$ cat config.mk
export PLATFORM = sky130hd
export DESIGN_NAME = asr_ctrl
export DESIGN_NICKNAME = d
export VERILOG_FILES = /design/src/asr_pkg.sv /design/src/asr_ctrl.sv /design/src/asr_sync.sv
export SDC_FILE = /design/constraint.sdc
export NUM_CORES = 1
export LEC_CHECK = 0
export ABC_AREA = 0
export BUFFER_PORTS_ARGS = -buffer_cell sky130_fd_sc_hd__buf_2
export CORE_MARGIN = 10
export CORE_UTILIZATION = 45
export CTS_CLUSTER_DIAMETER = 200
export DETAILED_ROUTE_END_ITERATION = 8
export PLACE_DENSITY = 0.7
export SYNTH_ARGS = -nofsm -noshare
export SYNTH_HDL_FRONTEND = slang
export SYNTH_SLANG_ARGS = --single-unit
$ cat constraint.sdc
create_clock -name clk_sys -period 3.1 [get_ports clk_sys]
set_clock_uncertainty 0.2 [all_clocks]
set_input_delay 0.62 -clock clk_sys [delete_from_list [all_inputs] [get_ports clk_sys]]
set_output_delay 0.62 -clock clk_sys [all_outputs]
set_load 0.01 [all_outputs]
$ cat src/asr_pkg.sv
// Package with pin timing, state and carrier types for the static memory controller.
package asr_pkg;

	localparam int ADDR_W        = 15;
	localparam int DATA_W        = 8;
	localparam int CLK_PERIOD_NS = 100;
	// Slow grade figures; the fast grade is covered by the same counts.
	localparam int T_ACCESS_NS   = 45;
	localparam int T_DATA_SU_NS  = 20;
	localparam int T_ADDR_SU_NS  = 25;
	localparam int T_WE_PULSE_NS = 25;
	localparam int T_HIZ_NS      = 20;

	// Least times round up to whole cycles, never below one.
	function automatic int ns_to_cyc(input int ns);
		int c;
		c = (ns + CLK_PERIOD_NS - 1) / CLK_PERIOD_NS;
		return (c < 1) ? 1 : c;
	endfunction

	localparam int RD_CYC  = ns_to_cyc(T_ACCESS_NS) + 1;
	localparam int WR_CYC  = ns_to_cyc(T_WE_PULSE_NS > T_ADDR_SU_NS ? T_WE_PULSE_NS : T_ADDR_SU_NS);
	localparam int HIZ_CYC = ns_to_cyc(T_HIZ_NS);
	localparam logic [3:0] RD_CNT  = 4'(RD_CYC);
	localparam logic [3:0] WR_CNT  = 4'(WR_CYC);
	localparam logic [3:0] HIZ_CNT = 4'(HIZ_CYC);

	typedef enum logic [2:0] {
		ST_IDLE,
		ST_RD,
		ST_WR_SETUP,
		ST_WR_PULSE,
		ST_TURN
	} asr_state_e;

	// Pins toward the memory.
	typedef struct packed {
		logic [ADDR_W-1:0] word_address;
		logic              chip_sel_n;
		logic              out_en_n;
		logic              wr_en_n;
		logic [DATA_W-1:0] bus_out;
		logic              bus_oe;
	} asr_pins_s;

	// User request.
	typedef struct packed {
		logic              valid;
		logic              write;
		logic [ADDR_W-1:0] addr;
		logic [DATA_W-1:0] wdata;
	} asr_req_s;

endpackage

$ cat src/asr_ctrl.sv
// Host controller driving a 32K by 8 asynchronous static memory.
// Function
// RULE1: 32768 bytes, 15-bit address, shared bus.
// RULE2: Memory needs no clock or refresh.
// RULE3: Chip select high means standby, Hi-Z.
// RULE4: Write enable low writes, high reads.
// RULE5: Select without enables means no access.
// RULE6: Write enable stays high during reads.
// RULE7: Selected output follows address changes.
// RULE8: Read data valid within access time.
// RULE9: Address valid before chip select falls; the code drives the address on the same edge as chip select.
// RULE10: Write is select and enable overlap.
// RULE11: Signals valid first; either edge ends.
// RULE12: Data timing refers to ending edge.
// RULE13: Data valid 20 ns before write end.
// RULE14: Data stable through the ending edge.
// RULE15: Address valid 25 ns before write end.
// RULE16: Address may change at write end.
// RULE17: Memory outputs float after enable falls.
// RULE18: Memory may drive after enable rises.
// RULE19: Output enable high keeps bus Hi-Z.
`timescale 1ns/1ps
module asr_ctrl
	import asr_pkg::*;
(
	input  wire logic              clk_sys,
	input  wire logic              sys_rst,
	input  wire logic              req_valid,
	input  wire logic              req_write,
	input  wire logic [ADDR_W-1:0] req_addr,
	input  wire logic [DATA_W-1:0] req_wdata,
	output logic                   req_ready,
	output logic                   rsp_valid,
	output logic      [DATA_W-1:0] rsp_rdata,
	output logic      [ADDR_W-1:0] word_address,
	output logic                   chip_sel_n,
	output logic                   out_en_n,
	output logic                   wr_en_n,
	output logic      [DATA_W-1:0] shared_data_bus_o,
	output logic                   shared_data_bus_oe,
	input  wire logic [DATA_W-1:0] shared_data_bus_i
);
	typedef struct packed {
		asr_state_e        state;
		logic [3:0]        cnt;
		asr_pins_s         pins;
		logic              ready;
		logic              rsp_v;
		logic [DATA_W-1:0] rdata;
	} asr_ctrl_s;

	asr_ctrl_s         st_reg;
	asr_ctrl_s         st_next;
	asr_req_s          req;
	logic [DATA_W-1:0] bus_sync;

	// Read data comes from another timing domain, so it is synchronised first.
	asr_sync u_sync (
		.clk_sys (clk_sys),
		.sys_rst (sys_rst),
		.d_in    (shared_data_bus_i),
		.d_out   (bus_sync)
	);

	assign req = '{valid: req_valid, write: req_write, addr: req_addr, wdata: req_wdata};

	// Sequencer; each pin phase lasts whole clock periods, far beyond the memory's ns figures.
	always_comb begin
		st_next       = st_reg;
		st_next.rsp_v = 1'b0;
		case (st_reg.state)
			ST_IDLE: begin
				// Deselected with all enables high: standby and a floating bus. [RULE3] [RULE5]
				st_next.pins.chip_sel_n = 1'b1;
				st_next.pins.out_en_n   = 1'b1;
				st_next.pins.wr_en_n    = 1'b1;
				st_next.pins.bus_oe     = 1'b0;
				st_next.ready           = 1'b1;
				if (req.valid && st_reg.ready) begin
					st_next.ready = 1'b0;
					// Address goes out with chip select in the same edge. [RULE9] [RULE1]
					st_next.pins.word_address = req.addr;
					st_next.pins.chip_sel_n   = 1'b0;
					if (req.write) begin
						// Output enable high keeps the memory off the bus while we drive it. [RULE19]
						st_next.pins.bus_out = req.wdata;
						st_next.pins.bus_oe  = 1'b1;
						st_next.state        = ST_WR_SETUP;
					end else begin
						// Write enable stays high for the whole read. [RULE6] [RULE4]
						st_next.pins.out_en_n = 1'b0;
						st_next.cnt           = RD_CNT;
						st_next.state         = ST_RD;
					end
				end
			end
			ST_RD: begin
				// Wait access time plus the synchroniser delay before sampling. [RULE8] [RULE7]
				if (st_reg.cnt != 4'h0) begin
					st_next.cnt = st_reg.cnt - 4'h1;
				end else begin
					st_next.rdata           = bus_sync;
					st_next.rsp_v           = 1'b1;
					st_next.pins.out_en_n   = 1'b1;
					st_next.pins.chip_sel_n = 1'b1;
					st_next.cnt             = HIZ_CNT;
					st_next.state           = ST_TURN;
				end
			end
			ST_WR_SETUP: begin
				// Address and data already valid when the write opens. [RULE11] [RULE10]
				st_next.pins.wr_en_n = 1'b0;
				st_next.cnt          = WR_CNT;
				st_next.state        = ST_WR_PULSE;
			end
			ST_WR_PULSE: begin
				// Pulse covers data and address setup to the ending edge. [RULE13] [RULE15] [RULE12]
				if (st_reg.cnt != 4'h1) begin
					st_next.cnt = st_reg.cnt - 4'h1;
				end else begin
					// Write enable rising ends the write; data and address hold through it. [RULE14] [RULE16]
					st_next.pins.wr_en_n = 1'b1;
					st_next.cnt          = 4'h1;
					st_next.state        = ST_TURN;
				end
			end
			ST_TURN: begin
				// Bus released one cycle after the ending edge, then a float gap. [RULE17] [RULE18]
				st_next.pins.chip_sel_n = 1'b1;
				st_next.pins.bus_oe     = 1'b0;
				if (st_reg.cnt != 4'h0) begin
					st_next.cnt = st_reg.cnt - 4'h1;
				end else begin
					st_next.ready = 1'b1;
					st_next.state = ST_IDLE;
				end
			end
			default: begin
				st_next.state = ST_IDLE;
			end
		endcase
	end

	// The memory keeps data without any clock from us. [RULE2]
	always_ff @(posedge clk_sys or posedge sys_rst) begin
		if (sys_rst) begin
			st_reg                 <= '0;
			st_reg.state           <= ST_IDLE;
			st_reg.pins.chip_sel_n <= 1'b1;
			st_reg.pins.out_en_n   <= 1'b1;
			st_reg.pins.wr_en_n    <= 1'b1;
		end else begin
			st_reg <= st_next;
		end
	end

	assign req_ready          = st_reg.ready;
	assign rsp_valid          = st_reg.rsp_v;
	assign rsp_rdata          = st_reg.rdata;
	assign word_address       = st_reg.pins.word_address;
	assign chip_sel_n         = st_reg.pins.chip_sel_n;
	assign out_en_n           = st_reg.pins.out_en_n;
	assign wr_en_n            = st_reg.pins.wr_en_n;
	assign shared_data_bus_o  = st_reg.pins.bus_out;
	assign shared_data_bus_oe = st_reg.pins.bus_oe;
endmodule

$ cat src/asr_sync.sv
// Two-stage synchroniser for the data bus read back from the memory.
`timescale 1ns/1ps
module asr_sync
	import asr_pkg::*;
(
	input  wire logic              clk_sys,
	input  wire logic              sys_rst,
	input  wire logic [DATA_W-1:0] d_in,
	output logic      [DATA_W-1:0] d_out
);
	typedef struct packed {
		logic [DATA_W-1:0] s1;
		logic [DATA_W-1:0] s2;
	} asr_sync_s;

	asr_sync_s st_reg;
	asr_sync_s st_next;

	// The first stage feeds only the second stage.
	always_comb begin
		st_next    = st_reg;
		st_next.s1 = d_in;
		st_next.s2 = st_reg.s1;
	end

	always_ff @(posedge clk_sys or posedge sys_rst) begin
		if (sys_rst) begin
			st_reg <= '0;
		end else begin
			st_reg <= st_next;
		end
	end

	assign d_out = st_reg.s2;
endmodule
==> results of run 1 <==
## power by group through the flow
stage	sequential [mW]	combinational, mW	clock [mW]
final	1.29	1.19	0.942
after global routing	1.35	1.34	0.999
after CTS	1.30	1.22	0.962
after detailed placement	1.31	1.22	0
after global placement	1.29	1.20	0
after floorplan	1.25	1.16	0
## final timing paths
path                       slack (ns)               from  cells after the start               to
max                              0.71         st_reg[37]                      5     rsp_rdata[2]
min                              0.15  u_sync.st_next[0]                      0  u_sync.d_out[0]
max reg2reg                      0.71         st_reg[37]                      5     rsp_rdata[2]
min reg2reg                      0.15  u_sync.st_next[0]                      0  u_sync.d_out[0]
max in group asynchronous        1.92            sys_rst                      3       st_reg[42]
min in group asynchronous        0.28            sys_rst                      3  word_address[9]
## layout by cell type, fill, tap and decap left out, drive strengths merged, types with 3 or more instances in the layout
cell type / Yosys / routed
mux2: 31 / 31
dfrtp: 57 / 57
bufinv: 0 / 4
o21ai: 4 / 4
nor2: 7 / 7
clkbuf: 3 / 10
dfstp: 3 / 3
buf: 35 / 73
nor3b: 3 / 3
a21oi: 6 / 6
nand2: 8 / 8
o21bai: 3 / 3
inv: 7 / 7
## kinds of logic (layout without fill, tap and decap cells)
| kind of cell | Yosys count | in the layout | share of synthesized area |
|---|---|---|---|
| flip-flops | 60 | 60 | 0.5831 |
| buffers and inverters | 45 | 96 | 0.1173 |
| multiplexers | 31 | 31 | 0.1469 |
| AND/OR/NAND/NOR | 29 | 29 | 0.06302 |
| AO/OA/AOI/OAI | 28 | 28 | 0.07660 |
| adder cells (fa/ha/maj) | 2 | 2 | 0.009693 |
| XOR/XNOR | 1 | 1 | 0.003394 |
## layout make-up
class,count,area share
Inverter,7,0.008649
Tap cell,72,0.02965
Multi-Input combinational cell,91,0.2545
Clock buffer,10,0.04530
Sequential cell,60,0.4955
Clock inverter,6,0.04448
Timing Repair Buffer,73,0.1219
## critical path, delay by kind of cell, from the launching register on
kind,cells,cell delay [ns]
AND/OR/NAND/NOR,2,1.03
multiplexers,1,0.32
flip-flops,1,0.43
adder cells (fa/ha/maj),1,0.19
buffers and inverters,1,0.10
## metal layers
metal  up-vias  share of wire  GRT usage
met5         -              0          0
met1       740           0.46     0.1371
met3         6           0.11    0.06537
met2        61           0.42     0.1428
li1        733              -          -
met4         0          0.012    0.05160
==> flow_summary.ini, run 1 <==
[outcome]
status = completed

[timing]
worst_pin_slew_ns = 0.7373
finalSetupTns_ns = 0
hold_ws_ns = 0.1481
rsz0062_at_grt = no
slew_violations = 0
fin_crit_ns = 2.393
setup_ws_ns = 0.7072
fmax_ghz = 0.4179
hold_viol = 0
setup_viol = 0
finalCritPeriodShare = 0.7719
relSlewSlack = 0.5085

[pwr]
clkPwrFrac = 0.275
p_leak_nw = 1.486
switchingPower_mw = 1.073
max-vdd-ir-drop_mv = 0.5495
comb_power_share = 0.348
p_seq_frac = 0.377
power_density_mw_per_mm2 = 1129
netSwitchingFraction = 0.3128
total_power_mw = 3.430
p_int_mw = 2.357

[yosys]
yosysMostFrequentCell = dfrtp_1
synth.top_cells.by_count = 57 x dfrtp_1, 31 x buf_4, 23 x mux2_2
yosys-top-cells-area = dfrtp_1 55%, mux2_2 10%, buf_4 9.0%
synth_top_flop_cell = dfrtp_1
yosys.cell_types.count = 40
synth_edf_count = 0
async_reset_ff_frac = 1.000
synth_area_mm2 = 0.002581
syn-num-nets = 233
avgSynthCellArea_um2 = 13.17
synth_top_area_share = 0.5526
netlist_instances = 196
ys_ff_latch = 60
synth_top_area_cell = dfrtp_1
ys_warn_count = 0
ys_seq_area_frac = 0.5831

[finish]
finalCoreUtilization = 0.5483
fillers = 491
final_cells = 319
finalInstanceArea_mm2 = 0.003038
syn2layout_area_growth_pct = 17.69
multi_input_area_um2 = 773.2
drive_gt1_frac = 0.5223
antenna_cells = 0
final_nets = 279
largest_reg_flops = 15
seq_area_mm2 = 0.001505

[setup_path]
startpoint_type = flop
crit_slowest_cell = or3_4
crit_chain = inv_1, ha_1, or3b_1, or3_4, mux2_4
cpPeakStageDelay_ns = 0.52
crit_path_end_kind = flop
worstSetupPathType = reg -> reg
required_ns = 3.12
worstPathArrival_ns = 2.41
critPathMaxFanout = 10

[flow_run]
cap_viol_max_count = 0

[floorplan]
start_util = 0.4659
fp.dieW_um = 95.74
die_y_um = 95.74
row_count = 27
ios = 72
core_mm2 = 0.005540
fp.dieArea_mm2 = 0.009165

[route]
avgViaCountPerCell = 4.828
drc = 0
wl_per_cell_um = 14.70
dr.first_iter.drc_count = 83
vias = 1540
dr.pass1.iters = 4
drt-total-wl_mm = 4.689
antenna_left = 0

[global_routing]
grt_max_degree = 61
antenna_found_initial = 0
grt_first_pass_wirelength_mm = 7.603
grt_usage = 0.1084
grt_pass1_vias = 1614
grt_overflow = 0

[clock_network]
cts_buffers = 9
cts_resized = 0
hold_buffers = 0
clk_pin_slew_ns = 0.07
cts_max_level = 3
clock_sinks = 60
cts_root_buffer = clkbuf_8
clk_path_buf_depth = 2
cts_tree = built
postCtsSetupBuffers = 0
clk_latency_ns = 0.33

[placed_design]
dpl-instance-area_mm2 = 0.002765
io_buffer_count = 71
gp_congestion = 0.7623
dp_cells = 303
dpl_worst_slack_ns = 0.7121
hpwl_mm = 3.400

[hold_path]
worstHoldPathType = reg -> reg
Power figures use the tool's default switching activity.
==> run 2: changes to the inputs <==
- ABC_AREA: 0 -> 1
- clock period: 3.1 -> 2.35 ns (I/O delays scaled with it)
==> flow_summary.ini, run 2 <==
[yosys]
ys_seq_area_frac = 0.5792
synth.top_cells.by_count = 121 x nand2_1, 57 x dfrtp_1, 32 x buf_4
synth_top_area_cell = dfrtp_1
netlist_instances = 284
yosys.cell_types.count = 22
synth_area_mm2 = 0.002599
yosys-top-cells-area = dfrtp_1 55%, nand2_1 17%, buf_4 9.2%
synth_edf_count = 0
ys_ff_latch = 60
synth_top_flop_cell = dfrtp_1
async_reset_ff_frac = 1.000
yosysMostFrequentCell = nand2_1
avgSynthCellArea_um2 = 9.151
ys_warn_count = 0
syn-num-nets = 321
synth_top_area_share = 0.5489

[route]
dr.first_iter.drc_count = 100
vias = 1866
dr.pass1.iters = 4
drc = 0
antenna_left = 0
wl_per_cell_um = 12.83
drt-total-wl_mm = 5.260
avgViaCountPerCell = 4.551

[pwr]
total_power_mw = 3.921
max-vdd-ir-drop_mv = 0.6399
switchingPower_mw = 1.462
power_density_mw_per_mm2 = 1305
p_int_mw = 2.459
p_leak_nw = 1.708
clkPwrFrac = 0.231
comb_power_share = 0.363
netSwitchingFraction = 0.3728
p_seq_frac = 0.406

[global_routing]
grt_usage = 0.1248
grt_max_degree = 40
antenna_found_initial = 0
grt_first_pass_wirelength_mm = 8.769
grt_pass1_vias = 1910
grt_overflow = 0

[timing]
fmax_ghz = 0.5573
worst_pin_slew_ns = 0.4823
slew_violations = 0
fin_crit_ns = 1.794
relSlewSlack = 0.6780
hold_viol = 0
setup_viol = 0
finalSetupTns_ns = 0
rsz0062_at_grt = no
finalCritPeriodShare = 0.7636

[setup_path]
crit_chain = inv_2, nand2_2, nor2_4, inv_2, nor2_8, nand2_2, nand2_1, nand2_1
crit_path_end_kind = flop
worstSetupPathType = reg -> reg
required_ns = 2.36
startpoint_type = flop
critPathMaxFanout = 27
path_delay_family = simple AND/OR/NAND/NOR gates
crit_slowest_cell = dfrtp_1
worstPathArrival_ns = 1.81
critPathBufInv = 2
cpPeakStageDelay_ns = 0.44

[clock_network]
cts_tree = built
cts_buffers = 9
cts_max_level = 3
clk_pin_slew_ns = 0.06
postCtsSetupBuffers = 0
clock_sinks = 60
clk_latency_ns = 0.32
cts_root_buffer = clkbuf_8
clk_path_buf_depth = 2

[floorplan]
fp.dieArea_mm2 = 0.009215
row_count = 27
start_util = 0.4691
fp.dieW_um = 96.00
core_mm2 = 0.005540
die_y_um = 96.00
ios = 72

[hold_path]
worstHoldPathType = in -> reg

[finish]
final_nets = 370
final_cell_mix = 121 x nand2_1, 71 x buf_2, 57 x dfrtp_1
syn2layout_area_growth_pct = 15.65
layout_commonest_cell = nand2_1
largest_reg_flops = 15
fillers = 531
antenna_cells = 0
drive_gt1_frac = 0.3077

[placed_design]
gp_congestion = 0.8842
io_buffer_count = 71
hpwl_mm = 4.037

[flow_run]
cap_viol_max_count = 0

[outcome]
status = completed
[run 2: worst paths after layout]
path                                            from              endpoint  slack [ns]  depth (start not counted)
worst max register to register            st_reg[41]  shared_data_bus_o[0]        0.56                          8
worst min register to register     u_sync.st_next[6]       u_sync.d_out[6]        0.15                          0
worst min-delay path            shared_data_bus_i[0]     u_sync.st_next[0]        0.05                          1
min in group asynchronous                    sys_rst  shared_data_bus_o[7]        0.51                          3
worst max-delay path                      st_reg[41]  shared_data_bus_o[0]        0.56                          8
max in group asynchronous                    sys_rst       word_address[7]        0.88                          4
[run 2: power groups by stage]
stage	combinational (mW)	clock, mW	sequential, mW
2_1_floorplan	1.27	0	1.59
3_3_place_gp	1.41	0	1.60
3_5_place_dp	1.46	0	1.60
4_1_cts	1.46	0.937	1.59
5_1_grt	1.63	0.996	1.64
6_report	1.42	0.906	1.59
[run 2: kinds of logic (layout without fill, tap and decap cells)]
family	Yosys count	in the layout	share of synthesized area
buf+inv	53	107	0.1329
fa+ha+maj	2	2	0.009628
xor+xnor	2	2	0.006742
compound gates	4	4	0.008666
flops	60	60	0.5792
simple gates	163	163	0.2629
[run 2: worst reg2reg max path: cells and delay by family, from the launching register on]
family	cells	cell delay, ns
and+or+nand+nor	6	0.90
DFF	1	0.44
buffers and inverters	2	0.16
[run 2: timing repair]
action                                 CTS  global route
hold buffers                             1             0
gates resized for setup                  0             0
endpoints found under the hold margin   18             0
[run 2: cell type report]
class                   instances  area [µm²]  area share
flip-flops and latches         60        1505      0.5008
multi-input cells             171       748.2      0.2490
repair buffers                 74       392.9      0.1307
clock buffers                  12       155.1     0.05162
well taps                      72       90.09     0.02998
inverters                      17       66.31     0.02206
clock inverters                 4       47.55     0.01582
[run 2: per-stage QoR]
stage / setup slack, ns / hold slack, ns / utilization / instances / cell area (µm²)
2_1_floorplan: 0.2003 / 0.1312 / - / 284 / 2599
3_3_place_gp: 0.5729 / 0.1317 / 0.5041 / 393 / 2793
3_5_place_dp: 0.5240 / 0.1347 / 0.5041 / 393 / 2793
4_1_cts: 0.5199 / 0.02888 / 0.5425 / 410 / 3005
5_1_grt: 0.3616 / 0.01226 / 0.5425 / 410 / 3005
6_report: 0.5556 / 0.04736 / 0.5425 / 410 / 3005
[run 2: metal layers]
metal	routed length, µm	global-route usage
met1	2306	0.1424
met2	2328	0.1906
met3	587	0.07549
met4	38	0.04054
met5	0	0
==> run 3: changes to the inputs <==
- clock period: 2.35 -> 1.85 ns (I/O delays scaled with it)
==> flow_summary.ini, run 3 (synthesis gave the netlist of run 2 again) <==
[clock_network]
cts_buffers = 9
clk_pin_slew_ns = 0.07
clock_sinks = 60
cts_max_level = 3
cts_root_buffer = clkbuf_8
clk_latency_ns = 0.34
clk_path_buf_depth = 2
cts_tree = built

[timing]
setup_viol = 0
fin_crit_ns = 1.713
finalCritPeriodShare = 0.9260
finalSetupTns_ns = 0
hold_viol = 0
setup_ws_ns = 0.1369
fmax_ghz = 0.5837
slew_violations = 0
worst_pin_slew_ns = 0.4267
relSlewSlack = 0.7150

[setup_path]
critPathMaxFanout = 8
worstPathArrival_ns = 1.75
cpPeakStageDelay_ns = 0.41
worstSetupPathType = reg -> reg
crit_chain = inv_1, ha_1, nand3_2, nor2_4, inv_1, nand2_1, nand2_1
required_ns = 1.89
crit_path_end_kind = flop
crit_slowest_cell = dfrtp_1
startpoint_type = flop

[floorplan]
start_util = 0.4691
fp.dieW_um = 96.00
ios = 72
core_mm2 = 0.005540
row_count = 27
die_y_um = 96.00
fp.dieArea_mm2 = 0.009215

[finish]
seq_area_mm2 = 0.001505
final_nets = 381
syn2layout_area_growth_pct = 22.24
drive_gt1_frac = 0.3123
final_cell_mix = 120 x nand2_1, 71 x buf_2, 57 x dfrtp_1
layout_commonest_cell = nand2_1
largest_reg_flops = 15
finalInstanceArea_mm2 = 0.003177
fillers = 507
multi_input_area_um2 = 760.7

[pwr]
power_density_mw_per_mm2 = 1677
max-vdd-ir-drop_mv = 0.8332
total_power_mw = 5.328
p_leak_nw = 1.777

[route]
avgViaCountPerCell = 4.645
antenna_left = 0
drt-total-wl_mm = 5.892
dr.pass1.iters = 4
drc = 0
dr.first_iter.drc_count = 130
vias = 1960
wl_per_cell_um = 13.96

[flow_run]
cap_viol_max_count = 0

[placed_design]
io_buffer_count = 71
gp_congestion = 0.8497
hpwl_mm = 4.180
dpl_worst_slack_ns = 0.07556
dpl-instance-area_mm2 = 0.002831

[global_routing]
grt_overflow = 0
grt_usage = 0.1400
grt_max_degree = 30
grt_pass1_vias = 2043
grt_first_pass_wirelength_mm = 9.756
antenna_found_initial = 1

[hold_path]
worstHoldPathType = in -> reg

[outcome]
status = completed
## run 3: worst paths after layout
check / start / slack [ns] / end / cells past startpoint
min reg2reg: u_sync.st_next[0] / 0.15 / u_sync.d_out[0] / 0
min: req_addr[13] / 0.03 / word_address[13] / 3
min in group asynchronous: sys_rst / 0.38 / word_address[1] / 3
max: st_reg[37] / 0.14 / rsp_rdata[7] / 7
max in group asynchronous: sys_rst / 0.58 / out_en_n / 4
max reg2reg: st_reg[37] / 0.14 / rsp_rdata[7] / 7
## run 3: area by class of cell
class | count | area share
inverter | 17 | 0.02206
antenna | 1 | 0.0007877
tap | 72 | 0.02836
multi-input combinational | 171 | 0.2395
clock inverter | 6 | 0.03545
timing repair buffer | 85 | 0.1599
clock buffer | 10 | 0.04017
sequential | 60 | 0.4738
## run 3: metal layers
metal,wire [µm],track usage,part of all wire,up-vias
met5,0,0,0,-
met2,2678,0.2124,0.45,87
met3,679,0.06770,0.12,11
li1,-,-,-,970
met4,131,0.07617,0.022,0
met1,2402,0.1597,0.41,892
## run 3: stage by stage
stage                     instances  utilization  hold WS (ns)
after floorplan                 284            -        0.1312
after global placement          396       0.5111        0.1322
after detailed placement        396       0.5111        0.1347
after CTS                       421       0.5707      0.009090
after global routing            422       0.5734       0.02401
final                           422       0.5734       0.02541
## run 3: power breakdown
| part | internal [mW] | switching, mW | leakage [nW] |
|---|---|---|---|
| Clock | 0.897 | 0.520 | 0.120 |
| Sequential | 1.77 | 0.257 | 0.736 |
| Combinational | 0.698 | 1.18 | 0.921 |
| Total | 3.37 | 1.96 | 1.78 |
## run 3: critical path: cells and delay by family, from the launching register on
kind | cells | cell delay [ns]
adder cells (fa/ha/maj) | 1 | 0.21
flip-flops | 1 | 0.41
AND/OR/NAND/NOR | 4 | 0.53
buffers and inverters | 2 | 0.26
## run 3: timing repair
action | 4_1_cts | 5_1_grt
hold buffers | 9 | 0
hold endpoints to repair | 21 | 0
setup endpoints to repair | 0 | 12
setup buffers | 0 | 0
gates resized for setup | 0 | 3
